File: config.mk
export PLATFORM = sky130hd
export DESIGN_NAME = sirx_rx_echo
export DESIGN_NICKNAME = d
export VERILOG_FILES = /design/src/design/sirx_pkg.sv /design/src/design/sirx_rx_echo.sv
export VERILOG_INCLUDE_DIRS = /design/src /design/src/design
export SDC_FILE = /design/constraint.sdc
export NUM_CORES = 1
export LEC_CHECK = 0
export BUFFER_PORTS_ARGS = -buffer_cell sky130_fd_sc_hd__buf_2
export CAP_MARGIN = 30
export CORE_MARGIN = 1.5
export CORE_UTILIZATION = 55
export DETAILED_ROUTE_END_ITERATION = 8
export PLACE_DENSITY = 0.83
export SLEW_MARGIN = 20
export SYNTH_ARGS = -nofsm -noshare
export SYNTH_HDL_FRONTEND = slang
export SYNTH_SLANG_ARGS = --single-unit
File: constraint.sdc
create_clock -name clk_sys -period 159.4 [get_ports clk_sys]
set_input_delay 0 -clock clk_sys [delete_from_list [all_inputs] [get_ports clk_sys]]
set_output_delay 0 -clock clk_sys [all_outputs]
set_load 0.1 [all_outputs]
File: src/design/sirx_defs.svh
`ifndef SIRX_DEFS_SVH
`define SIRX_DEFS_SVH

// ----------------------------------------
// clock and bit rates, in Hz
// ----------------------------------------
`define SIRX_CLK_HZ 10000000
`define SIRX_RATE_115K2 115200
`define SIRX_RATE_57K6 57600
`define SIRX_RATE_38K4 38400
`define SIRX_RATE_19K2 19200
`define SIRX_RATE_14K4 14400
`define SIRX_RATE_12K8 12800
`define SIRX_RATE_9K6 9600
`define SIRX_RATE_7K2 7200
`define SIRX_RATE_4K8 4800
`define SIRX_RATE_3K6 3600
`define SIRX_RATE_2K4 2400
`define SIRX_RATE_1K8 1800
`define SIRX_RATE_1K2 1200

// ----------------------------------------
// rate select codes
// ----------------------------------------
`define SIRX_SEL_115K2 4'h0
`define SIRX_SEL_57K6 4'h1
`define SIRX_SEL_38K4 4'h2
`define SIRX_SEL_19K2 4'h3
`define SIRX_SEL_14K4 4'h4
`define SIRX_SEL_12K8 4'h5
`define SIRX_SEL_9K6 4'h6
`define SIRX_SEL_7K2 4'h7
`define SIRX_SEL_4K8 4'h8
`define SIRX_SEL_3K6 4'h9
`define SIRX_SEL_2K4 4'hA
`define SIRX_SEL_1K8 4'hB
`define SIRX_SEL_1K2 4'hC

// ----------------------------------------
// widths, depths, reset values
// ----------------------------------------
`define SIRX_CNT_W 14
`define SIRX_FIFO_DEPTH 16
`define SIRX_ECHO_SUPPRESS_RST 1'b1
`define SIRX_NRZ_IDLE 1'b1
`define SIRX_CNT_ZERO 14'h0000
`define SIRX_CNT_ONE 14'h0001

`endif

File: src/design/sirx_pkg.sv
`include "sirx_defs.svh"

package sirx_pkg;

  // one detected receive pulse: length of the zero bit to emit
  typedef struct packed {
    logic [`SIRX_CNT_W-1:0] bitCycles;
    logic [3:0] rateSel;
  } sirx_tok_t;

  typedef enum logic {
    SIRX_IDLE = 1'b0,
    SIRX_MARK = 1'b1
  } sirx_state_t;

endpackage : sirx_pkg

File: src/design/sirx_rx_echo.sv
// Summary of operation
// - while transmitting with echo suppression on, the receive line is blocked by the tx signal.
// - echo control switches the gating; low passes echo for self-test.
// - from reset until reprogrammed, echo suppression is active.
// - at 115.2 kbit/s pulses stretch to full bit width, with a delay.
// - fixed pulses of about 2 us, any width, each give one full bit unless the queue is full.
`timescale 1ns/100ps

`include "sirx_defs.svh"

module sirx_fifo #(
  parameter int WIDTH = 18,
  parameter int DEPTH = 16
) (
  input wire logic clk_sys,
  input wire logic rst_n,
  input wire logic inValid,
  output logic inReady,
  input wire logic [WIDTH-1:0] inData,
  output logic outValid,
  input wire logic outReady,
  output logic [WIDTH-1:0] outData
);

  localparam int AW = $clog2(DEPTH);

  logic [WIDTH-1:0] mem [DEPTH];
  logic [AW-1:0] wrPtr_r;
  logic [AW-1:0] rdPtr_r;
  logic [AW:0] count_r;
  logic [AW:0] count_nxt;
  wire logic doPush;
  wire logic doPop;

  assign inReady = (count_r != (AW+1)'(DEPTH));
  assign outValid = (count_r != '0);
  assign doPush = inValid && inReady;
  assign doPop = outValid && outReady;
  assign outData = mem[rdPtr_r];
  assign count_nxt = count_r + (AW+1)'(doPush) - (AW+1)'(doPop);

  always_ff @(posedge clk_sys) begin
    if (doPush) begin
      mem[wrPtr_r] <= inData;
    end
  end

  always_ff @(posedge clk_sys) begin
    if (!rst_n) begin
      wrPtr_r <= '0;
      rdPtr_r <= '0;
      count_r <= '0;
    end else begin
      wrPtr_r <= doPush ? wrPtr_r + AW'(1) : wrPtr_r;
      rdPtr_r <= doPop ? rdPtr_r + AW'(1) : rdPtr_r;
      count_r <= count_nxt;
    end
  end

endmodule : sirx_fifo

module sirx_rx_echo #(
  parameter int CLK_HZ = `SIRX_CLK_HZ
) (
  input wire logic clk_sys,
  input wire logic rst_n,
  input wire logic irRxd_n,
  input wire logic txIrPulse,
  input wire logic echoCfgWr,
  input wire logic echoCfgVal,
  input wire logic [3:0] rateSel,
  output logic echoCtrlOut,
  output logic rxNrz,
  output logic rxOverrun
);

  localparam int TW = $bits(sirx_pkg::sirx_tok_t);

  // ----------------------------------------
  // bit period lookup
  // ----------------------------------------
  function automatic logic [`SIRX_CNT_W-1:0] bitCyc(input logic [3:0] sel);
    int rate;
    rate = `SIRX_RATE_115K2;
    case (sel)
      `SIRX_SEL_57K6: rate = `SIRX_RATE_57K6;
      `SIRX_SEL_38K4: rate = `SIRX_RATE_38K4;
      `SIRX_SEL_19K2: rate = `SIRX_RATE_19K2;
      `SIRX_SEL_14K4: rate = `SIRX_RATE_14K4;
      `SIRX_SEL_12K8: rate = `SIRX_RATE_12K8;
      `SIRX_SEL_9K6: rate = `SIRX_RATE_9K6;
      `SIRX_SEL_7K2: rate = `SIRX_RATE_7K2;
      `SIRX_SEL_4K8: rate = `SIRX_RATE_4K8;
      `SIRX_SEL_3K6: rate = `SIRX_RATE_3K6;
      `SIRX_SEL_2K4: rate = `SIRX_RATE_2K4;
      `SIRX_SEL_1K8: rate = `SIRX_RATE_1K8;
      `SIRX_SEL_1K2: rate = `SIRX_RATE_1K2;
      default: rate = `SIRX_RATE_115K2;
    endcase
    // every bit length rounds down, never below one cycle
    if (CLK_HZ / rate < 1) begin
      return `SIRX_CNT_ONE;
    end
    return `SIRX_CNT_W'(CLK_HZ / rate);
  endfunction : bitCyc

  // ----------------------------------------
  // echo control and pin synchroniser
  // ----------------------------------------
  logic echoCtrl_r;
  logic rxMeta_r;
  logic rxSync_r;
  logic pulseDly_r;

  always_ff @(posedge clk_sys) begin
    if (!rst_n) begin
      echoCtrl_r <= `SIRX_ECHO_SUPPRESS_RST;
    end else if (echoCfgWr) begin
      echoCtrl_r <= echoCfgVal;
    end
  end

  always_ff @(posedge clk_sys) begin
    if (!rst_n) begin
      rxMeta_r <= 1'b1;
      rxSync_r <= 1'b1;
    end else begin
      rxMeta_r <= irRxd_n;
      rxSync_r <= rxMeta_r;
    end
  end

  assign echoCtrlOut = echoCtrl_r;

  // gating sits after the synchroniser: the transmit pulse is on clk_sys
  wire logic echoBlock;
  wire logic rxPulse;
  wire logic pulseStart;
  assign echoBlock = echoCtrl_r && txIrPulse;
  assign rxPulse = !rxSync_r && !echoBlock;
  // edge only, so a long or short pulse yields one bit
  assign pulseStart = rxPulse && !pulseDly_r;

  always_ff @(posedge clk_sys) begin
    if (!rst_n) begin
      pulseDly_r <= 1'b0;
    end else begin
      pulseDly_r <= rxPulse;
    end
  end

  // ----------------------------------------
  // pulse queue
  // ----------------------------------------
  sirx_pkg::sirx_tok_t tokIn;
  sirx_pkg::sirx_tok_t tokOut;
  wire logic tokReady;
  wire logic tokValid;
  wire logic nrzTake;

  assign tokIn.bitCycles = bitCyc(rateSel);
  assign tokIn.rateSel = rateSel;

  sirx_fifo #(
    .WIDTH(TW),
    .DEPTH(`SIRX_FIFO_DEPTH)
  ) uFifo (
    .clk_sys(clk_sys),
    .rst_n(rst_n),
    .inValid(pulseStart),
    .inReady(tokReady),
    .inData(tokIn),
    .outValid(tokValid),
    .outReady(nrzTake),
    .outData(tokOut)
  );

  // a pulse that finds the queue full is dropped and flagged
  always_ff @(posedge clk_sys) begin
    if (!rst_n) begin
      rxOverrun <= 1'b0;
    end else begin
      rxOverrun <= pulseStart && !tokReady;
    end
  end

  // ----------------------------------------
  // NRZ stretcher
  // ----------------------------------------
  sirx_pkg::sirx_state_t state_r;
  sirx_pkg::sirx_state_t state_nxt;
  logic [`SIRX_CNT_W-1:0] cnt_r;
  logic [`SIRX_CNT_W-1:0] cnt_nxt;
  logic nrz_nxt;
  wire logic bitDone;

  assign bitDone = (cnt_r == `SIRX_CNT_ONE);
  // next token taken on the last cycle so zeros run back to back
  assign nrzTake = (state_r == sirx_pkg::SIRX_IDLE) || bitDone;

  always_comb begin
    state_nxt = state_r;
    cnt_nxt = cnt_r;
    nrz_nxt = rxNrz;
    case (state_r)
      sirx_pkg::SIRX_IDLE: begin
        if (tokValid) begin
          state_nxt = sirx_pkg::SIRX_MARK;
          cnt_nxt = tokOut.bitCycles;
          nrz_nxt = !`SIRX_NRZ_IDLE;
        end
      end
      sirx_pkg::SIRX_MARK: begin
        cnt_nxt = cnt_r - `SIRX_CNT_ONE;
        if (bitDone) begin
          if (tokValid) begin
            cnt_nxt = tokOut.bitCycles;
          end else begin
            state_nxt = sirx_pkg::SIRX_IDLE;
            cnt_nxt = `SIRX_CNT_ZERO;
            nrz_nxt = `SIRX_NRZ_IDLE;
          end
        end
      end
      default: begin
        state_nxt = sirx_pkg::SIRX_IDLE;
        cnt_nxt = `SIRX_CNT_ZERO;
        nrz_nxt = `SIRX_NRZ_IDLE;
      end
    endcase
  end

  always_ff @(posedge clk_sys) begin
    if (!rst_n) begin
      state_r <= sirx_pkg::SIRX_IDLE;
      cnt_r <= `SIRX_CNT_ZERO;
      rxNrz <= `SIRX_NRZ_IDLE;
    end else begin
      state_r <= state_nxt;
      cnt_r <= cnt_nxt;
      rxNrz <= nrz_nxt;
    end
  end

endmodule : sirx_rx_echo

## Yosys cells after proc, flatten, opt, wreduce, memory -nomap -nowiden

Memory sizes are Yosys's and may differ from the RTL's. A register that Yosys moved wholly into a read port is not among the register bits.
Cells that the tools add are included.

| cells by class | value |
|---|---|
| add/subtract/negate cells | 5 |
| $mul | 0 |
| div/mod/pow operators | 1 |
| magnitude comparators | 1 |
| equality and inequality tests | 5 |
| shift-type cells | 0 |
| mux-type cells | 18 |
| bitwise operators | 1 |
| reduce and logical (&&, ||, !) cells | 13 |

Operators by type and width:

| kind | number |
|---|---|
| $mux W14 | 5 |
| $div A25 B32 Y32 const A | 1 |
| $lt A32 B2 Y1 const B | 1 |
| $pmux W14 S2 | 1 |
| $eq A14 B1 Y1 const B | 1 |
| $sub A14 B1 Y14 const B | 1 |
| $add A4 B1 Y4 const B | 2 |
| $mux W1 | 8 |
| $mux W4 | 2 |
| $logic_and A1 B1 Y1 | 6 |
| $add A5 B1 Y5 | 1 |
| $ne A5 B5 Y1 const B | 1 |
| $reduce_bool A5 Y1 | 1 |
| $sub A5 B1 Y5 | 1 |
| $logic_not A1 Y1 | 4 |
| $ne A2 B1 Y1 const B | 2 |
| $pmux W1 S2 | 2 |
| $reduce_and A3 Y1 | 1 |
| $ne A2 B2 Y1 const B | 1 |
| $logic_or A1 B1 Y1 | 1 |
| $not A1 Y1 | 1 |

| storage, ports and cells | value |
|---|---|
| register bits after elaboration | 34 |
| bits in latches | 0 |
| memory bits (writable) | 288 |
| memory bits (read-only) | 224 |
| bits of input ports | 10 |
| output and inout port bits | 3 |
| memories | 2 |

Memories:

| name | words | bits a word | rd ports | clocked after Yosys merged registers in | wr ports | RTL line | text |
|---|---|---|---|---|---|---|---|
| uFifo.mem | 16 | 18 | 1 | 1 | 1 | sirx_rx_echo.sv:27 | `logic [WIDTH-1:0] mem [DEPTH];` |
| (no name shown) | 16 | 14 | 1 | 0 | 0 | sirx_rx_echo.sv:85 | `case (sel)` |

## Depth between registers and ports, before layout

| logic depth | value |
|---|---|
| depth after elaboration | 7 |
| gate-level depth with buffers | 378 |

## Cells and area by module

Synthesis repeated with hierarchy kept, for this count alone.

| unflattened totals | value |
|---|---|
| cells, all modules | 3623 |
| area, all modules | 33039.2 um^2 |

Modules (own cells, without submodules):

| module | instances | cells an instance | area each (um^2) |
|---|---|---|---|
| sirx_rx_echo | 1 | 3072 | 21339.2 |
| sirx_fifo | 1 | 551 | 11700.0 |

## Worst setup path before layout

No wires, ideal clock.

| timing | value |
|---|---|
| path kind | in2reg |
| start | in rateSel[2] |
| end | mem uFifo.mem[0][4], data pin |
| setup time | 0.379 ns |
| arrival | 70.665 ns |
| required time | 159.021 ns |
| path slack | 88.356 ns |
| stages on the path | 366 |
| cell sequence | buf_2 buf_6 clkbuf_1 and2_1 o21ai_0 ha_1 o21ai_0 o21ai_1 o211ai_1 or2_2 nor2_1 ha_1 o21ai_0 o21ai_1 and2_1 o21ai_0 o21ai_0 nor2_1 [330 not listed] o21ai_0 nand2b_1 a21oi_1 nor2b_1 o21ai_0 nand2b_1 a21oi_1 nor2b_1 o21ai_0 nand2b_1 a21oi_1 nor2b_1 o21ai_0 nand2b_1 a221oi_1 nand4_1 a211oi_1 nand4_1 |

RTL lines:

| element | RTL line | text |
|---|---|---|
| from (decl) | sirx_rx_echo.sv:71 | `input wire logic [3:0] rateSel,` |
| to (decl) | sirx_rx_echo.sv:27 |  |

==> reports/results.txt <==
Counting cells, the worst reg-to-reg path comes to 16. The leading area contributor after synthesis is edfxtp_1. After detailed routing, the number of remaining DRC violations is 0.

The number of setup buffers added after CTS is 0. For the highest clock rate, the log shows 0.0131 GHz. Data arrives at the worst endpoint at 76.27 ns. The worst pin sits at a relative slew slack of 32.3%.

By area the synthesized netlist is led by edfxtp_1, ha_1, mux4_2, a21oi_1, xnor2_1. The logs give 155.02 ns for the register-to-register setup slack and 0 for the residual overflow from global routing. TritonCTS built the clock tree. The post-synthesis instance area was 30600 um^2; the final number of setup-violating endpoints was 0. The top cell type by area accounts for 22.0% of the synthesized area. For the final total negative setup slack, the log shows 0 ns. The via count of the first global-routing pass was 25848. Detailed placement ended at an HPWL of 60300 um. Proportion of synthesized flip-flops having asynchronous set or reset: 0%. Initial antenna violation count: 0. The critical path in this run is classified as in -> reg. The most numerous cell in the Yosys netlist was ha_1.

The slew at the pin closest to its max-slew limit came out at 1.02 ns. After detailed routing, the average wire length per cell comes to 20.2 um. In the global route stage, overall resource usage came out at 28.6%.

In this run the worst hold path is classified as in -> reg. The post-CTS clock slew at the launch and capture registers of the worst setup and hold paths was 0.07 ns; the number of warnings reported in the yosys synthesis log was 0. For this run, the leading register cell type out of synthesis is edfxtp_1. Pin placement for this block handled 13 I/O pins. In this run the worst path has a maximum fanout of 46. The number of library cell types mapped by synthesis came out at 151. Number of rows created at floorplan: 86. In this run the remaining antenna-violating nets after routing total 0.

The ratio of final minimum period to clock period is 47.8%. Pin count of the biggest net entering global routing: 57. The run gives 24.4% as the fraction of the yosys area taken by sequential cells.

Setup repair after global routing left no endpoint under its margin. The via count was 27576. Clock skew on the completed layout was measured at 0.0233 ns. The weighted congestion at the end of routability-driven global placement was 0.974. From left edge to right edge, the die measures 239 um.

The number of iterations in the first detailed-routing pass was 6; the H-tree depth was 1. The total count of max-transition violations in the final report was 0; the count of buffers inserted at the top-level ports was 12. The routed design has 84200 um of wire. The detailed router finished its first iteration with 2440 violations.

Startpoint type of the worst setup path: an input pin. The share of final-layout standard cells stronger than drive strength 1 works out to 10.5%. The count of flip-flops with a built-in enable after synthesis is 224. In this run the critical register-to-register path is launched from cnt_r[8].

Final number of hold-violating endpoints: 0. Along the worst hold path, the cell count comes to 5. Counting flops and latches in the post-synthesis netlist gives 262. By count the netlist is led by ha_1, a21oi_1, nor2_1.

Counting stages on the worst path, the most repeated cell is o21a_1. The clock insertion delay at the later pin of the skew report was 0.51 ns; the routed via count divided by cell count was 6.60. Counting the buffers created by CTS gives 21. The run gives 3433 as the synthesized instance count. For this run, the slowest stage of the critical path takes 0.75 ns.

The flow ran to the end, and the final reports show no timing, DRC or antenna violations. After synthesis, the mean cell area works out to 8.93 um^2. The repair_antennas step left the layout with diodes totalling 0. Launch point of the worst hold path: txIrPulse. The core region is 55100 um^2. The die covers 57100 um^2.

The clock net in this run drives a total of 262 sinks. The first global-routing pass estimated 133000 um of wire. The largest individual stage delay along the critical path comes from the cell a2111oi_4. For this run, the post-layout net count is 3735.

The endpoint with the worst hold slack was pulseDly_r. The minimum clock period after layout was 76.25 ns; the required arrival time at the worst endpoint was 159.43 ns. Vertical extent of the die: 239 um. The tools report the capturing element type of the critical path as a flip-flop. The root buffer selected by CTS is clkbuf_16. The effective utilization at floorplan came out at 55.6%.

The number of maximum-capacitance constraint violations was 0. The terminus of the critical flop-to-flop path is uFifo.count_r[4]. In this run the deepest clock path goes through 3 buffers.

Relative to the synthesized area, the layout overhead comes to 5.49%.
-- per-stage QoR --
stage / hold WS, ns / util, % / worst slack, ns / area (um^2) / std cells
5_1_grt: 0.402 / 58.7 / 76.49 / 32300 / 4176
4_1_cts: 0.347 / 58.4 / 84.35 / 32200 / 4165
3_5_place_dp: 0.186 / 57.0 / 84.10 / 31400 / 4120
3_3_place_gp: 0.202 / 57.0 / 85.90 / 31400 / 4118
6_report: 0.374 / 58.7 / 83.15 / 32300 / 4176
2_1_floorplan: 0.0730 / - / 88.36 / 30600 / 3435
-- routing by layer --
layer / global-route usage (%) / part of all wire (%)
met1: 35.9 / 41
met2: 51.0 / 49
met3: 2.12 / 6.4
met4: 10.8 / 3.7
met5: 0 / 0
-- critical path, delay by kind of cell --
family	cells	cell delay [ns]
and+or+nand+nor	84	17.64
AOI/OAI and AO/OA	201	41.34
muxes	8	2.67
adders and majority gates	28	8.82
xor gates and xnor gates	1	0.16
buffers and inverters	21	5.42
-- area by class of cell --
class	instances	area, um^2
clock inverters	13	114
repair buffers	60	541
flip-flops and latches	262	7490
inverters	114	433
fillers	4681	22800
clock buffers	25	541
multi-input cells	2954	22300
well taps	748	936
-- worst max-delay path by stage --
stage	from	endpoint	depth (start not counted)
after floorplan	rateSel[2]	uFifo.mem[0][4]	366
after global placement	rateSel[0]	uFifo.mem[3][4]	342
after detailed placement	rateSel[0]	uFifo.mem[3][4]	343
after CTS	rateSel[0]	uFifo.mem[4][4]	343
after global routing	rateSel[0]	uFifo.mem[2][4]	343
final	rateSel[0]	uFifo.mem[4][4]	343
-- cells in the final DEF (no fill, tap or decap), types with 14 or more instances in the layout --
cell,Yosys,layout
nor2_1,273,272
nor4_1,21,21
nor3_1,105,105
a21boi_0,26,26
clkbuf_16,0,21
ha_1,306,306
nor2b_1,30,30
nand3_1,61,61
o21a_1,102,102
o211ai_1,40,40
mux2_2,67,67
a21oi_1,277,274
o21ai_1,20,19
or2_2,24,24
dfxtp_1,38,36
nand2_1,265,265
buf_4,15,28
edfxtp_1,224,224
mux2i_1,30,30
inv_1,106,106
xnor2_1,141,141
a31oi_1,38,37
a21o_1,111,111
o22ai_1,14,14
or3_1,43,43
o211a_1,14,14
a211oi_1,32,32
o21ai_0,187,186
mux4_2,72,72
o31ai_1,42,42
and3_1,26,26
nand2b_1,71,71
xor2_1,67,67
and2_1,67,67
o21bai_1,17,17
nand4_1,32,32
-- registers in the layout, indices dropped and copies added (netlist names), named ones only --
register       count
uFifo.rdPtr_r      4
rxOverrun          1
uFifo.count_r      5
rxNrz              1
echoCtrlOut        1
state_r            1
cnt_r             14
rxMeta_r           1
pulseDly_r         1
uFifo.wrPtr_r      4
rxSync_r           1
uFifo.mem        224
-- cells by family (layout without fill, tap and decap cells) --
kind of cell               count (synthesis)  in the layout  synth area share [%]
AOI/OAI and AO/OA                       1129           1129                  25.5
and+or+nand+nor                         1120           1120                  18.8
muxes                                    182            182                  9.29
buffers and inverters                    219            212                  3.13
adders and majority gates                312            312                  12.9
xor gates and xnor gates                 208            208                  5.95
DFF                                      262            262                  24.4
other                                      1              3                0.0122
-- repair_timing --
action,CTS,global route
endpoints found under the hold margin,7,0
hold buffers,7,0
resized for setup,0,0
Power is not shown: default switching activity piles up to over one toggle a cycle in this logic, so the estimate is an artifact.
